**config.mk**
```make
export PLATFORM = sky130hd
export DESIGN_NAME = emfbo_top
export DESIGN_NICKNAME = d
export VERILOG_FILES = /design/src/core/emfbo_top.v /design/src/core/emfbo_sync.v /design/src/core/emfbo_flags.v
export VERILOG_INCLUDE_DIRS = /design/src /design/src/core
export SDC_FILE = /design/constraint.sdc
export NUM_CORES = 1
export LEC_CHECK = 0
export BUFFER_PORTS_ARGS = -buffer_cell sky130_fd_sc_hd__buf_4
export CORE_MARGIN = 2
export CORE_UTILIZATION = 42
export CTS_CLUSTER_DIAMETER = 60
export DETAILED_ROUTE_END_ITERATION = 6
export PLACE_DENSITY = 0.77
export SKIP_LAST_GASP = 1
export SLEW_MARGIN = 20
export SYNTH_ARGS = -nofsm -noshare
export SYNTH_HDL_FRONTEND = slang
export SYNTH_HIERARCHICAL = 1
export SYNTH_SLANG_ARGS = --single-unit
```
**constraint.sdc**
```tcl
create_clock -name clock -period 1.69 [get_ports clock]
set_input_delay 0.169 -clock clock [delete_from_list [all_inputs] [get_ports clock]]
set_output_delay 0.169 -clock clock [all_outputs]
set_load 0.05 [all_outputs]
```
**src/core/emfbo_consts.vh**
```
// Behaviour
// - slice function inputs from microword bits 0-8
// - low/high result bytes to data/address registers
// - parity flag is even parity of high byte
// - bit 27 enables address bus; hold floats it
// - bits 25/26 select one data bus source
// - bits 23/24 decode three register load enables
// - address load waits for ready on references
// - interrupt enable loaded from top result bit
// - interrupt recognised only while enable set
// - flags can be driven onto data bus
// - bit 20 holds zero/parity/sign/aux flags
// - zero flag from all slice zero detects
// - sign from top bit, aux from nibble carry
// - logic operations clear carry and aux carry
// - subtracts store inverted carry out
// - bit 21 holds the carry flag
// - nand code restores flags from data input register
// - stored flags feed condition multiplexers
// - requests and micro-flags registered each cycle
// - rotate through carry shifts carry flag in
// - 56-bit pipelined microword updated each cycle
// - right rotate shifts in own bit or carry
`ifndef EMFBO_CONSTS_VH
`define EMFBO_CONSTS_VH

// ------------------------------------------------------------
// microword field positions
// ------------------------------------------------------------
`define EMFBO_UW_WIDTH     56
`define EMFBO_FN_LO        0
`define EMFBO_FN_HI        8
`define EMFBO_SRC_LO       3
`define EMFBO_SRC_HI       5
`define EMFBO_SHIFT_DIR    7
`define EMFBO_FLAG_HOLD    20
`define EMFBO_CARRY_HOLD   21
`define EMFBO_LOAD_LO      23
`define EMFBO_LOAD_HI      24
`define EMFBO_DBUS_LO      25
`define EMFBO_DBUS_HI      26
`define EMFBO_ADDR_EN      27
`define EMFBO_REF_LO       28
`define EMFBO_REF_HI       31

// ------------------------------------------------------------
// function field codes
// ------------------------------------------------------------
`define EMFBO_OP_SUBR      3'h1
`define EMFBO_OP_SUBS      3'h2
`define EMFBO_OP_NAND      3'h5

// ------------------------------------------------------------
// select decodes (both two-bit fields)
// ------------------------------------------------------------
`define EMFBO_SEL_NONE     2'h0
`define EMFBO_SEL_ONE      2'h1
`define EMFBO_SEL_TWO      2'h2
`define EMFBO_SEL_THREE    2'h3

// ------------------------------------------------------------
// flag byte layout on the data bus and in restore data
// ------------------------------------------------------------
`define EMFBO_FB_CARRY     0
`define EMFBO_FB_ONE       1
`define EMFBO_FB_PARITY    2
`define EMFBO_FB_AUX       4
`define EMFBO_FB_ZERO      6
`define EMFBO_FB_SIGN      7

`endif

```
**src/core/emfbo_top.v**
```verilog
`timescale 1ns/1ps
`include "emfbo_consts.vh"
// ------------------------------------------------------------
// output and flag section of the microprogrammed emulator
// ------------------------------------------------------------
module emfbo_top (
    input  wire                        clock,
    input  wire                        nrst,
    input  wire [`EMFBO_UW_WIDTH-1:0]  next_microword,  // from microprogram memory
    input  wire [15:0]                 alu_result,      // slice y outputs
    input  wire                        zero_detect,     // wired zero detect
    input  wire                        top_result_bit,  // f3 of top slice
    input  wire                        top_carry,       // carry of top slice
    input  wire                        nib_carry,       // carry of lower nibble
    input  wire                        low_shift_out,   // shifted-out bit, low pair
    input  wire                        high_shift_out,  // shifted-out bit, high pair
    input  wire                        through_carry,   // rotate through carry select
    input  wire [7:0]                  data_in_latch,   // latched data bus input
    input  wire                        irq_request,     // pin
    input  wire                        ready,           // pin
    input  wire                        hold_request,    // pin
    output reg  [`EMFBO_UW_WIDTH-1:0]  microword,       // pipeline register
    output wire [8:0]                  slice_fn,
    output wire                        high_shift_in,
    output wire                        low_shift_in,
    output reg  [7:0]                  data_low_reg,
    output reg  [7:0]                  data_high_reg,
    output reg  [7:0]                  addr_low_reg,
    output reg  [7:0]                  addr_high_reg,
    output wire [15:0]                 addr_out,
    output wire                        addr_oe,
    output wire                        hold_granted,
    output reg  [7:0]                  data_out,
    output wire                        data_oe,
    output wire                        data_reg_load,
    output wire                        addr_reg_load,
    output wire                        irq_flag_load,
    output reg                         irq_enable_flag,
    output wire                        irq_accept,      // qualified interrupt
    output wire [4:0]                  flag_cond,       // aux, sign, parity, carry, zero
    output reg  [5:0]                  status_cond      // irq, ready, hold, f3, zero, carry
);
    // --------------------------------------------------------
    // internal signals
    // --------------------------------------------------------
    wire [2:0] pins_sync;      // irq, ready, hold after two stages
    wire       ready_sync;
    wire [1:0] dbus_sel;
    wire [1:0] load_sel;
    wire       any_ref;        // any reference bit active low
    wire       zero_flag;
    wire       parity_flag;
    wire       sign_flag;
    wire       aux_carry;
    wire       carry_bit;
    wire       new_parity;
    wire [7:0] flag_byte;

    // decodes shared by both select fields
    function sel_is;
        input [1:0] field;
        input [1:0] code;
        begin
            sel_is = (field == code);
        end
    endfunction

    // --------------------------------------------------------
    // microword pipeline
    // --------------------------------------------------------
    // loaded every cycle; reset value is all zero
    always @(posedge clock or negedge nrst) begin
        if (!nrst) begin
            microword <= {`EMFBO_UW_WIDTH{1'b0}};
        end else begin
            microword <= next_microword;
        end
    end

    assign slice_fn = microword[`EMFBO_FN_HI:`EMFBO_FN_LO];

    // --------------------------------------------------------
    // rotate shift-in: through carry or around
    // --------------------------------------------------------
    // carry update after rotate is left to the next microinstruction
    assign high_shift_in = through_carry ? carry_bit : high_shift_out;
    assign low_shift_in  = through_carry ? carry_bit : low_shift_out;

    // --------------------------------------------------------
    // pin synchroniser
    // --------------------------------------------------------
    emfbo_sync #(
        .WIDTH (3)
    ) u_sync (
        .clock (clock),
        .nrst  (nrst),
        .din   ({irq_request, ready, hold_request}),
        .dout  (pins_sync)
    );

    assign ready_sync = pins_sync[1];

    // --------------------------------------------------------
    // load decode
    // --------------------------------------------------------
    assign load_sel      = microword[`EMFBO_LOAD_HI:`EMFBO_LOAD_LO];
    assign any_ref       = ~&microword[`EMFBO_REF_HI:`EMFBO_REF_LO];
    assign data_reg_load = sel_is(load_sel, `EMFBO_SEL_ONE);
    // stall only matters on a reference; otherwise load goes ahead
    assign addr_reg_load = sel_is(load_sel, `EMFBO_SEL_TWO) &&
                           (ready_sync || !any_ref);
    assign irq_flag_load = sel_is(load_sel, `EMFBO_SEL_THREE);

    // --------------------------------------------------------
    // output registers
    // --------------------------------------------------------
    // low byte to low regs, high byte to high regs
    always @(posedge clock or negedge nrst) begin
        if (!nrst) begin
            data_low_reg  <= 8'h00;
            data_high_reg <= 8'h00;
            addr_low_reg  <= 8'h00;
            addr_high_reg <= 8'h00;
        end else begin
            if (data_reg_load) begin
                data_low_reg  <= alu_result[7:0];
                data_high_reg <= alu_result[15:8];
            end
            if (addr_reg_load) begin
                addr_low_reg  <= alu_result[7:0];
                addr_high_reg <= alu_result[15:8];
            end
        end
    end

    // --------------------------------------------------------
    // address bus enable and hold
    // --------------------------------------------------------
    assign addr_oe      = microword[`EMFBO_ADDR_EN];
    assign hold_granted = ~microword[`EMFBO_ADDR_EN];
    assign addr_out     = {addr_high_reg, addr_low_reg};

    // --------------------------------------------------------
    // interrupt enable flag
    // --------------------------------------------------------
    always @(posedge clock or negedge nrst) begin
        if (!nrst) begin
            irq_enable_flag <= 1'b0;
        end else if (irq_flag_load) begin
            irq_enable_flag <= top_result_bit;
        end
    end

    // requests are ignored while the enable is clear
    assign irq_accept = pins_sync[2] & irq_enable_flag;

    // --------------------------------------------------------
    // flag store
    // --------------------------------------------------------
    assign new_parity = ~^alu_result[15:8];

    emfbo_flags u_flags (
        .clock        (clock),
        .nrst         (nrst),
        .src_fn       (microword[`EMFBO_SRC_HI:`EMFBO_SRC_LO]),
        .flag_hold    (microword[`EMFBO_FLAG_HOLD]),
        .carry_hold   (microword[`EMFBO_CARRY_HOLD]),
        .new_zero     (zero_detect),
        .new_parity   (new_parity),
        .new_sign     (alu_result[15]),
        .nib_carry    (nib_carry),
        .top_carry    (top_carry),
        .restore_data (data_in_latch),
        .zero_flag    (zero_flag),
        .parity_flag  (parity_flag),
        .sign_flag    (sign_flag),
        .aux_carry    (aux_carry),
        .carry_bit    (carry_bit)
    );

    // --------------------------------------------------------
    // data bus source
    // --------------------------------------------------------
    assign flag_byte = {sign_flag, zero_flag, 1'b0, aux_carry,
                        1'b0, parity_flag, 1'b1, carry_bit};
    assign dbus_sel  = microword[`EMFBO_DBUS_HI:`EMFBO_DBUS_LO];
    // code zero leaves the bus free for memory reads
    assign data_oe   = ~sel_is(dbus_sel, `EMFBO_SEL_NONE);

    // one source at most; mux keeps them exclusive
    always @* begin
        case (dbus_sel)
            `EMFBO_SEL_ONE:   data_out = data_low_reg;
            `EMFBO_SEL_TWO:   data_out = data_high_reg;
            `EMFBO_SEL_THREE: data_out = flag_byte;
            default:          data_out = 8'h00;
        endcase
    end

    // --------------------------------------------------------
    // condition inputs
    // --------------------------------------------------------
    assign flag_cond = {aux_carry, sign_flag, parity_flag,
                        carry_bit, zero_flag};

    // pins already doubly synced; micro-flags registered once
    always @(posedge clock or negedge nrst) begin
        if (!nrst) begin
            status_cond <= 6'h00;
        end else begin
            status_cond <= {pins_sync, top_result_bit, zero_detect, top_carry};
        end
    end
endmodule // emfbo_top

```
**src/core/emfbo_sync.v**
```verilog
`timescale 1ns/1ps
// ------------------------------------------------------------
// two-stage synchroniser for a group of pin inputs
// ------------------------------------------------------------
module emfbo_sync #(
    parameter WIDTH = 3
) (
    input  wire             clock,
    input  wire             nrst,
    input  wire [WIDTH-1:0] din,
    output reg  [WIDTH-1:0] dout
);
    reg [WIDTH-1:0] stage1;   // first stage, read only by dout

    // first stage feeds second stage only
    always @(posedge clock or negedge nrst) begin
        if (!nrst) begin
            stage1 <= {WIDTH{1'b0}};
            dout   <= {WIDTH{1'b0}};
        end else begin
            stage1 <= din;
            dout   <= stage1;
        end
    end
endmodule // emfbo_sync

```
**src/core/emfbo_flags.v**
```verilog
`timescale 1ns/1ps
`include "emfbo_consts.vh"
// ------------------------------------------------------------
// condition flag store: update, hold and restore paths
// ------------------------------------------------------------
module emfbo_flags (
    input  wire       clock,
    input  wire       nrst,
    input  wire [2:0] src_fn,        // function bits 3..5
    input  wire       flag_hold,     // microword bit 20
    input  wire       carry_hold,    // microword bit 21
    input  wire       new_zero,
    input  wire       new_parity,
    input  wire       new_sign,
    input  wire       nib_carry,     // lower nibble carry of top byte
    input  wire       top_carry,     // top slice carry out
    input  wire [7:0] restore_data,  // latched data input register
    output reg        zero_flag,
    output reg        parity_flag,
    output reg        sign_flag,
    output reg        aux_carry,
    output reg        carry_bit
);
    wire logic_op;      // and/or/xor/nand group
    wire sub_op;        // the two subtracts
    wire restore_op;    // nand code reused for flag restore
    wire gen_aux;
    wire gen_carry;

    // codes 3..7 are logic operations
    assign logic_op   = (src_fn >= 3'h3);
    assign sub_op     = (src_fn == `EMFBO_OP_SUBR) ||
                        (src_fn == `EMFBO_OP_SUBS);
    assign restore_op = (src_fn == `EMFBO_OP_NAND);
    assign gen_aux    = nib_carry & ~logic_op;
    assign gen_carry  = logic_op ? 1'b0 :
                        (sub_op ? ~top_carry : top_carry);

    // restore beats hold beats fresh capture
    always @(posedge clock or negedge nrst) begin
        if (!nrst) begin
            zero_flag   <= 1'b0;
            parity_flag <= 1'b0;
            sign_flag   <= 1'b0;
            aux_carry   <= 1'b0;
            carry_bit   <= 1'b0;
        end else if (restore_op) begin
            zero_flag   <= restore_data[`EMFBO_FB_ZERO];
            parity_flag <= restore_data[`EMFBO_FB_PARITY];
            sign_flag   <= restore_data[`EMFBO_FB_SIGN];
            aux_carry   <= restore_data[`EMFBO_FB_AUX];
            carry_bit   <= restore_data[`EMFBO_FB_CARRY];
        end else begin
            if (!flag_hold) begin
                zero_flag   <= new_zero;
                parity_flag <= new_parity;
                sign_flag   <= new_sign;
                aux_carry   <= gen_aux;
            end
            if (!carry_hold) begin
                carry_bit <= gen_carry;
            end
        end
    end
endmodule // emfbo_flags

```
=== Yosys cells after proc, flatten, opt, wreduce, memory -nomap -nowiden ===
Cells that the tools add are included.

* Word-level logic and storage cells: 53
* Output and inout bits: 142
* Register bits after elaboration: 106
* Input port bits: 92

* Equal/unequal tests: 11
* Bitwise logic cells: 6
* Magnitude comparators: 1
* Reduce and logical (&&, ||, !) cells: 6
* Muxes and demuxes: 15

{| class="wikitable"
|+ Operators by type and width
! cell !! number
|-
| 8-bit one-hot mux with 3 select lines || 1
|-
| 1-bit 2-to-1 mux || 14
|-
| 2-bit equality test (second input constant) || 4
|-
| 8-bit XNOR reduction || 1
|-
| 2-bit by 1-bit equality test with 1-bit output (second input constant) || 2
|-
| 2-bit by 1-bit inequality test with 1-bit output (second input constant) || 2
|-
| 1-bit NOT || 4
|-
| 4-bit AND reduction || 1
|-
| 3-bit by 1-bit equality test with 1-bit output (second input constant) || 1
|-
| 3-bit by 2-bit equality test with 1-bit output (second input constant) || 1
|-
| 3-bit equality test (second input constant) || 1
|-
| 3-bit by 2-bit greater-or-equal comparator with 1-bit output (second input constant) || 1
|-
| 1-bit AND || 2
|-
| 2-bit logical NOT || 1
|-
| 1-bit logical OR || 2
|-
| 1-bit logical AND || 1
|}

=== Longest topological paths before layout ===
Gate-level depths: netlist (run 1).

* Depth in word-level cells: 6
* Gate-level depth with buffers: 5
* Mapped depth without buffers: 5

=== By module ===
The synthesis (run 1) kept the hierarchy.

{| class="wikitable"
|+ By module, submodules not included
! module !! area each (um^2) !! cells each !! instances
|-
| emfbo_top || 3347.0 || 201 || 1
|-
| emfbo_flags || 277.8 || 27 || 1
|-
| emfbo_sync || 150.1 || 6 || 1
|}

=== Worst setup path before layout (run 1) ===
OpenSTA, ideal clock, no wires.

* Path kind: register -> register
* Start point: reg microword[23]
* End point: reg data_high_reg[5]
* Library setup time: 0.125 ns
* Slack: -0.215 ns
* Buffers on the path: 2
* Data arrival time: 1.780 ns
* Period minus slack after synthesis: 1.905 ns
* Required time: 1.565 ns
* Cell stages (with the launch flop): 5
* Cell sequence: dfrtp_1 > nor2b_1 > buf_2 > buf_2 > mux2_2

* Word-level cells in the longest chain between the ends: 1

{| class="wikitable"
|+ RTL lines
! what !! line !! RTL
|-
| start: declaration || emfbo_top.v:22 || <nowiki>output reg [`EMFBO_UW_WIDTH-1:0] microword,</nowiki>
|-
| start signal: assignment || emfbo_top.v:74 || <nowiki>microword <= {`EMFBO_UW_WIDTH{1'b0}};</nowiki>
|-
| start signal: assignment || emfbo_top.v:76 || <nowiki>microword <= next_microword;</nowiki>
|-
| 2-bit by 1-bit equality test with 1-bit output || emfbo_top.v:64 || <nowiki>sel_is = (field == code);</nowiki>
|-
| net data_reg_load || emfbo_top.v:35 || <nowiki>output wire data_reg_load,</nowiki>
|-
| end signal: assignment || emfbo_top.v:127 || <nowiki>data_high_reg <= alu_result[15:8];</nowiki>
|-
| end: declaration || emfbo_top.v:27 || <nowiki>output reg [7:0] data_high_reg,</nowiki>
|}

The timed path passes the listed nets, and every way through them passes these cells.
A chain may end at the register's enable or synchronous reset.

=== Final worst setup path (run 1) ===
* Start point: reg microword[25]
* End point: out data_out[2]

* Word-level cells in the longest chain between the ends: 2
* Elaborated cells on any way between the ends: 4

{| class="wikitable"
|+ RTL lines
! what !! line !! RTL
|-
| 2-bit equality test or 2-bit by 1-bit equality test with 1-bit output (tied branches) || emfbo_top.v:192 || <nowiki>case (dbus_sel)</nowiki>
|-
| 8-bit one-hot mux with 3 select lines (*) || emfbo_top.v:192 ||
|-
| end: declaration || emfbo_top.v:33 || <nowiki>output reg [7:0] data_out,</nowiki>
|}

Every way passes the cells marked *; elsewhere a longest branch is shown, timed or not.

==> results of run 1 <==
[power groups by stage]
stage | sequential (mW) | combinational, mW | clock (mW)
6_report | 2.98 | 2.65 | 1.69
5_1_grt | 3.01 | 2.74 | 1.84
4_1_cts | 2.97 | 2.64 | 1.72
3_5_place_dp | 3.02 | 2.48 | 0
3_3_place_gp | 3.01 | 2.46 | 0
2_1_floorplan | 3.72 | 1.01 | 0
[repair_timing]
item	CTS	global route
setup endpoints to repair	8	11
buffers inserted	3	1
endpoints found under the hold margin	168	0
pin swaps	2	1
gates resized for setup	16	2
hold buffers	63	0
[worst min-delay path by stage]
stage	slack, ns	depth (start not counted)	endpoint	start
3_5_place_dp	0.28	1	microword[49]	next_microword[49]
3_3_place_gp	0.27	2	u_flags/carry_bit	nrst
5_1_grt	0.02	2	addr_low_reg[5]	alu_result[5]
4_1_cts	0.02	3	u_flags/aux_carry	nib_carry
2_1_floorplan	-0.13	0	addr_high_reg[0]	nrst
6_report	0.04	2	addr_low_reg[5]	alu_result[5]
[cells by family (layout without fill, tap and decap cells)]
logic type	Yosys count	count (layout)	share of synthesized area
compound gates	18	18	0.0375
mux	42	42	0.133
xor+xnor	7	7	0.0162
flops	106	106	0.703
simple gates	18	18	0.0315
buf+inv	43	323	0.0792
[per-layer routing]
metal / wire length [um] / up-vias / track usage
met5: 0 / - / 0
met3: 859 / 20 / 0.0638
li1: - / 1307 / -
met2: 6300 / 149 / 0.420
met4: 238 / 0 / 0.0864
met1: 4120 / 1434 / 0.274
[metrics by stage]
step           setup TNS, ns  instance area [um^2]
2_1_floorplan         -0.423                  3800
3_3_place_gp               0                  5440
3_5_place_dp               0                  5440
4_1_cts               -0.263                  6370
5_1_grt               -0.659                  6390
6_report              -0.192                  6390
[area by class of cell]
| type | instances | share of cell area |
|---|---|---|
| clock buffer | 9 | 0.0194 |
| clock inverter | 7 | 0.0153 |
| timing repair buffer | 302 | 0.390 |
| multi-input combinational | 85 | 0.135 |
| tap | 108 | 0.0212 |
| sequential | 106 | 0.417 |
| inverter | 5 | 0.00294 |
[synthesized netlist by cell type]
| master | instances |
|---|---|
| sky130_fd_sc_hd__mux2i_1 | 4 |
| sky130_fd_sc_hd__buf_2 | 4 |
| sky130_fd_sc_hd__nor2b_1 | 3 |
| sky130_fd_sc_hd__or3_1 | 1 |
| sky130_fd_sc_hd__xnor2_1 | 7 |
| sky130_fd_sc_hd__or2_2 | 1 |
| sky130_fd_sc_hd__buf_12 | 1 |
| sky130_fd_sc_hd__nand3b_4 | 1 |
| sky130_fd_sc_hd__nand3_1 | 2 |
| sky130_fd_sc_hd__clkbuf_1 | 2 |
| sky130_fd_sc_hd__dfrtp_1 | 106 |
| sky130_fd_sc_hd__nand2_1 | 2 |
| sky130_fd_sc_hd__mux2_4 | 9 |
| sky130_fd_sc_hd__a41oi_2 | 1 |
| sky130_fd_sc_hd__a32oi_1 | 1 |
| sky130_fd_sc_hd__a21oi_1 | 5 |
| sky130_fd_sc_hd__nor3b_4 | 1 |
| sky130_fd_sc_hd__o21ai_0 | 3 |
| sky130_fd_sc_hd__and2_1 | 2 |
| sky130_fd_sc_hd__a22o_1 | 7 |
| sky130_fd_sc_hd__nor2_1 | 5 |
| sky130_fd_sc_hd__buf_4 | 31 |
| sky130_fd_sc_hd__inv_1 | 5 |
| sky130_fd_sc_hd__mux2_2 | 29 |
| sky130_fd_sc_hd__o221ai_2 | 1 |
==> impl_summary.md, run 1 <==
Power and ir drop
The reported leakage power is 3.14 nW. Of the total power, the share spent switching nets is 0.392. For this design the total switching power over the nets is 2.86 mW. The portion of total power attributed to combinational logic is 0.362. In this run the power density over the cells is 1140 mW/mm^2. Of the total power, registers draw 0.407. Of the total power, the clock network draws 0.231. The sum of internal, switching and leakage power is 7.31 mW. VDD sags by at most 0.735 mV. The cell-internal power is 4.45 mW.

Worst setup path
STA classifies the critical path endpoint as a primary output. Along the worst path, the maximum fanout reaches 7. The flop-to-flop setup slack is 0.11 ns. The number of buffer and inverter instances along the worst setup path is 1. STA classifies the critical path startpoint as a register. For the worst setup path, the data arrival time is 1.57 ns. Walking the worst path, the cells encountered are mux2_4, a22o_4, buf_8. The worst setup path endpoint is data_out[2]. The critical path is of the reg -> out type. In this run the worst setup path begins at microword[25]. Counting cells, the worst reg-to-reg path comes to 5. The required time reported for the critical path endpoint is 1.52 ns. On the critical path the largest part of the delay comes from flip-flops. The launch point of the worst reg-to-reg path is microword[28]. In this run the critical register-to-register path is captured at addr_low_reg[6]. The critical path crosses 3 cells after its start point. In this design, the stage delay of the slowest critical-path cell is 0.49 ns.

The slowest cell on the critical path is sky130_fd_sc_hd__dfrtp_2.

Routing
The routed design has 11500 um of wire. The final antenna-violating net count is 0. Using the TritonRoute via totals, the vias-per-cell ratio works out to 4.68. The number of iterations in the first detailed-routing pass is 4.

The wire length per cell is 18.5 um. The first routing iteration left 89 violations. For this run, design rule violations remaining after detail routing come to 0. The routed layout has 2910 vias.

Die
The site row count is 34. The floorplan step defined a die boundary enclosing 0.00976 mm^2. The floorplan step set the die height to 98.8 um. The total core area is 0.00872 mm^2. The die is 98.8 um wide. The starting density of the core is 0.433. The number of I/O pins is 234.

Cells and area
For this run, the share of the core covered by cells in the final layout is 0.733. The commonest non-fill, non-tap cell in the layout is sky130_fd_sc_hd__buf_4. At the end of the flow, the number of nets in the layout was 601. In the layout the commonest cells are sky130_fd_sc_hd__buf_4, sky130_fd_sc_hd__dfrtp_1, sky130_fd_sc_hd__dlygate4sd3_1. From synthesis to final layout, the design area changed by 69.2%. The layout has 558 filler cells. The count of antenna diodes in the layout is 0. The non-filler instance count after layout is 622. In the final layout, the share of cells above drive strength 1 is 0.615. The area used by multi-input combinational logic is 863 um^2. The register area is 0.00266 mm^2. More flip-flops sit in one register than any other, and that register is microword.

The register with the most flip-flops in the layout has 56 of them.

STA
The final setup skew is 0.0175 ns. The portion of the clock cycle consumed by the worst path in the final layout is 1.03. The final critical path time including I/O delays and setup is 1.74 ns.

The number of hold violations in the final report came to 0. Headroom to the max-slew limit came out at 0.623. Setup repair after global routing could not meet its margin everywhere. The final number of setup-violating endpoints is 6. The upper clock frequency limit is 576 MHz. The smallest hold slack is 0.0358 ns. The final critical-path setup slack is -0.0473 ns. The max-slew violation total from the final report is 0. At the pin with the least slew margin, the transition time is 0.566 ns.

Placed design
The number of placed instances, taps included, is 539. Port buffering added 230 buffers. The total half-perimeter wirelength after legalization and detailed placement is 7140 um. The placement-stage worst setup slack is 0.00891 ns. The final RePlAce weighted congestion is 0.772.

Synthesis
The number of synthesized register bits is 106. The share of synthesized area in the top cell type comes to 0.703. Counting every instance in the synthesized netlist gives 234. Counting every net in the synthesized netlist gives 326. The cell area that synthesis handed to floorplanning was 0.00377 mm^2. Summed over all instances, the cell type with the most area after synthesis is sky130_fd_sc_hd__dfrtp_1. The post-synthesis sequential area ratio is 0.703.

The number of warnings issued by yosys is 6. Each instance of the synthesized netlist takes up on average 16.1 um^2. The number of distinct library cell variants in the gate-level netlist after synthesis is 25. By area the synthesized netlist is led by sky130_fd_sc_hd__dfrtp_1, sky130_fd_sc_hd__mux2_2, sky130_fd_sc_hd__buf_4.

Job
The max-cap check violation count is 0.

Global routing
The global-route usage over all layers is 0.237. The initial antenna violation count came to 0. The number of global-route vias before repair was 3189.

Entering global routing, the biggest net connects 107 pins. The global-route wire length before repair is 17600 um. After global routing the overflow that remains totals 0.

CTS
The total number of H-tree levels is 3. The total CTS buffers is 9. The root buffer cell chosen for the clock tree is sky130_fd_sc_hd__clkbuf_8. After clock tree synthesis, the clock-pin slew on the worst setup and hold paths is 0.11 ns. The number of buffers on the longest clock path is 2.

The clock drives 106 sinks. The later-pin clock latency in the skew report is 0.36 ns. TritonCTS built the clock tree.

Outcome
The final reports fail on setup timing. The run finished, with violations left.

Hold path
The tightest min-delay check is of the in -> reg type.
Note: power is estimated with default switching activity, not from simulation.
==> run 2, diff against run 1 <==
- CORE_UTILIZATION: 42 -> 46
- PLACE_DENSITY: 0.77 -> 0.83
- SKIP_CTS_REPAIR_TIMING: unset -> 1
- clock period: 1.69 -> 2.2 ns (I/O delays scaled with it)
==> impl_summary.md, run 2 (same netlist as run 1, synthesis figures left out) <==
Hold path
The endpoint with the worst hold slack is data_low_reg[5] (was addr_low_reg[5]). The class of the tightest hold or removal check is in -> reg (unchanged). The worst hold path depth came to 2 (unchanged). The worst min-delay path startpoint is alu_result[5] (unchanged).

CTS
The total number of H-tree levels is 3 (unchanged). The total CTS buffers is 9 (unchanged). The clock input transition at the sequential cells of the worst setup and hold paths was 0.10 ns (was 0.11 ns).

The later-pin clock latency in the skew report was 0.36 ns (about the same). The number of sinks driven by the clock tree is 106 (unchanged). The cell at the root of the clock tree is sky130_fd_sc_hd__clkbuf_8 (unchanged). The number of buffers on the longest clock path is 2 (unchanged).

The TritonCTS clock tree is built (unchanged).

Die
The floorplan die area is 0.00895 mm^2 (was 0.00976 mm^2). The starting density of the core came to 0.466 (was 0.433). The number of I/O pins came to 234 (unchanged). The total core area is 0.00809 mm^2 (was 0.00872 mm^2). The height of the chip came to 94.6 um (was 98.8 um). The x dimension of the die was 94.6 um (was 98.8 um).

The site row count is 33 (was 34).

Worst setup path
The class of the most critical setup path is reg -> out (unchanged). The kind of end point of the critical path is a primary output (unchanged). The flop-to-flop setup slack was 0.59 ns (was 0.11 ns). The required time reported for the critical path endpoint is 1.98 ns (was 1.52 ns). The element type at the critical path start is a register (unchanged).

The reg-to-reg endpoint is addr_high_reg[1] (was addr_low_reg[6]). The launch point of the worst reg-to-reg path is microword[28] (unchanged). The worst-case reg-to-reg path depth came to 4 (was 5).

The critical path data arrival time was 1.73 ns (was 1.57 ns). The top fanout value on the critical path is 11 (was 7).

Routing
The residual DRC count is 0 (unchanged). The starting DRC count in detailed routing is 77 (was 89). The vias per cell came to 4.64 (was 4.68). The wire length per cell was 17.6 um (was 18.5 um). The final antenna-violating net count is 0 (unchanged). The number of iterations in the first detailed-routing pass is 4 (unchanged). The routed via count is 2854 (was 2910). The total wire length after detailed routing is 10800 um (was 11500 um).

Global routing
The pin count of the biggest net entering global routing is 50 (was 107). The global-route usage over all layers is 0.202 (was 0.237). The number of global-route vias before repair is 2689 (was 3189). The overall overflow remaining after global route is 0 (unchanged). The initial antenna violation count is 1 (was 0).

The global-route wire length before repair was 13600 um (was 17600 um).

Cells and area
The area used by multi-input combinational logic was 828 um^2 (was 863 um^2). The flip-flop count of the largest register, all copies and words added was 56 (unchanged). The commonest non-fill, non-tap cell in the layout is sky130_fd_sc_hd__buf_4 (unchanged). Top library cells by usage in the layout, fill and taps aside: sky130_fd_sc_hd__buf_4, sky130_fd_sc_hd__dfrtp_1, sky130_fd_sc_hd__dlygate4sd3_1 (unchanged). The register with the most flip-flops is microword (unchanged). The fraction of layout instances using a drive strength above 1 came to 0.580 (was 0.615). The final net count is 596 (was 601). The signed area change from the synthesized netlist to the final layout came to 65.1% (was 69.2%). The register area came to 0.00265 mm^2 (was 0.00266 mm^2). The number of fillers in the final layout is 498 (was 558).

Power and ir drop
The part of the power in registers is 0.424 (was 0.407). The cell-internal power is 3.28 mW (was 4.45 mW). The portion of total power attributed to combinational logic is 0.367 (was 0.362). The power per cell area is 865 mW/mm^2 (was 1140 mW/mm^2). The reported leakage power was 3.08 nW (was 3.14 nW). The net switching power is 2.11 mW (was 2.86 mW). The clock network fraction of design power is 0.209 (was 0.231).

The largest vdd supply drop came to 0.526 mV (was 0.735 mV). The net switching share of the total power was 0.392 (about the same).

STA
The max-slew violation total from the final report came to 0 (unchanged). The final sum of negative setup slack is 0 ns (was -0.192 ns). The normalized max-slew margin was 0.695 (was 0.623). In the finished design, the share of the clock period the worst path needs comes to 0.887. The final critical-path setup slack was 0.248 ns (was -0.0473 ns). The final setup skew came to 0.0167 ns (was 0.0175 ns).

The routed design could run at a clock period as short as 1.95 ns. The upper clock frequency limit is 512 MHz. The actual slew at the worst max-slew pin is 0.458 ns (was 0.566 ns). Unrepaired setup endpoints after global routing: no (was yes). The number of hold violations in the final report is 0 (unchanged).

The final number of setup-violating endpoints is 0 (was 6).

Job
The max-cap check violation count is 0 (unchanged).

Placed design
The total half-perimeter wirelength after legalization and detailed placement is 7040 um (was 7140 um). The count of buffers from port buffering is 230 (unchanged). The placement-stage worst setup slack is 0.456 ns (was 0.00891 ns). The final RePlAce weighted congestion is 0.718 (was 0.772).

Outcome
Result of the run: complete, no violations (was complete, but fails checks).
run 2: cell types whose count changed in the layout (fill, tap and decap cells not counted), sizes merged:
cell | previous run | this run
diode | 0 | 1
clkbuf | 9 | 10
buf | 239 | 234
inv | 8 | 7
bufinv | 1 | 0
clkinvlp | 0 | 1
run 2: critical path, cell delays in order (launching register included):
cell,delay [ns]
sky130_fd_sc_hd__dfrtp_1,0.59
sky130_fd_sc_hd__nor2b_2,0.41
sky130_fd_sc_hd__a22o_1,0.20
sky130_fd_sc_hd__buf_4,0.19
run 2: power by group through the flow:
stage	clock (mW)	sequential (mW)	combinational, mW
final	1.13	2.29	1.98
after global routing	1.24	2.31	2.06
after CTS	1.14	2.29	1.89
after detailed placement	0	2.32	1.89
after global placement	0	2.31	1.87
after floorplan	0	2.85	0.770
run 2: per-layer routing:
| metal | vias to the layer above | routed length [um] | global-route usage |
|---|---|---|---|
| met5 | - | 0 | 0 |
| met4 | 0 | 224 | 0.0580 |
| met3 | 19 | 897 | 0.0599 |
| met2 | 143 | 5680 | 0.345 |
| met1 | 1396 | 4000 | 0.251 |
| li1 | 1296 | - | - |
run 2: final cells by class:
type                            instances  area share
Timing Repair Buffer                  297       0.387
Multi-Input combinational cell         85       0.133
Clock buffer                           10      0.0221
Antenna cell                            1    0.000401
Sequential cell                       106       0.426
Inverter                                5     0.00301
Clock inverter                          6     0.00803
Tap cell                              105      0.0211
run 2: stage by stage:
step | power (mW) | hold slack (ns) | util | std cells | instance area (um^2)
after floorplan | 3.62 | -0.0756 | - | 234 | 3770
after global placement | 4.18 | 0.193 | 0.669 | 535 | 5410
after detailed placement | 4.21 | 0.200 | 0.669 | 535 | 5410
after CTS | 5.32 | -0.193 | 0.692 | 551 | 5600
after global routing | 5.61 | 0.0826 | 0.770 | 615 | 6230
final | 5.39 | 0.0991 | 0.770 | 615 | 6230
run 2: worst max-delay path by stage:
stage | startpoint | end | cells after the start
final | microword[25] | data_out[7] | 3
after global routing | microword[25] | data_out[5] | 3
after CTS | microword[25] | data_out[5] | 3
after detailed placement | microword[25] | data_out[3] | 3
after global placement | microword[25] | data_out[7] | 3
after floorplan | microword[25] | data_out[0] | 4
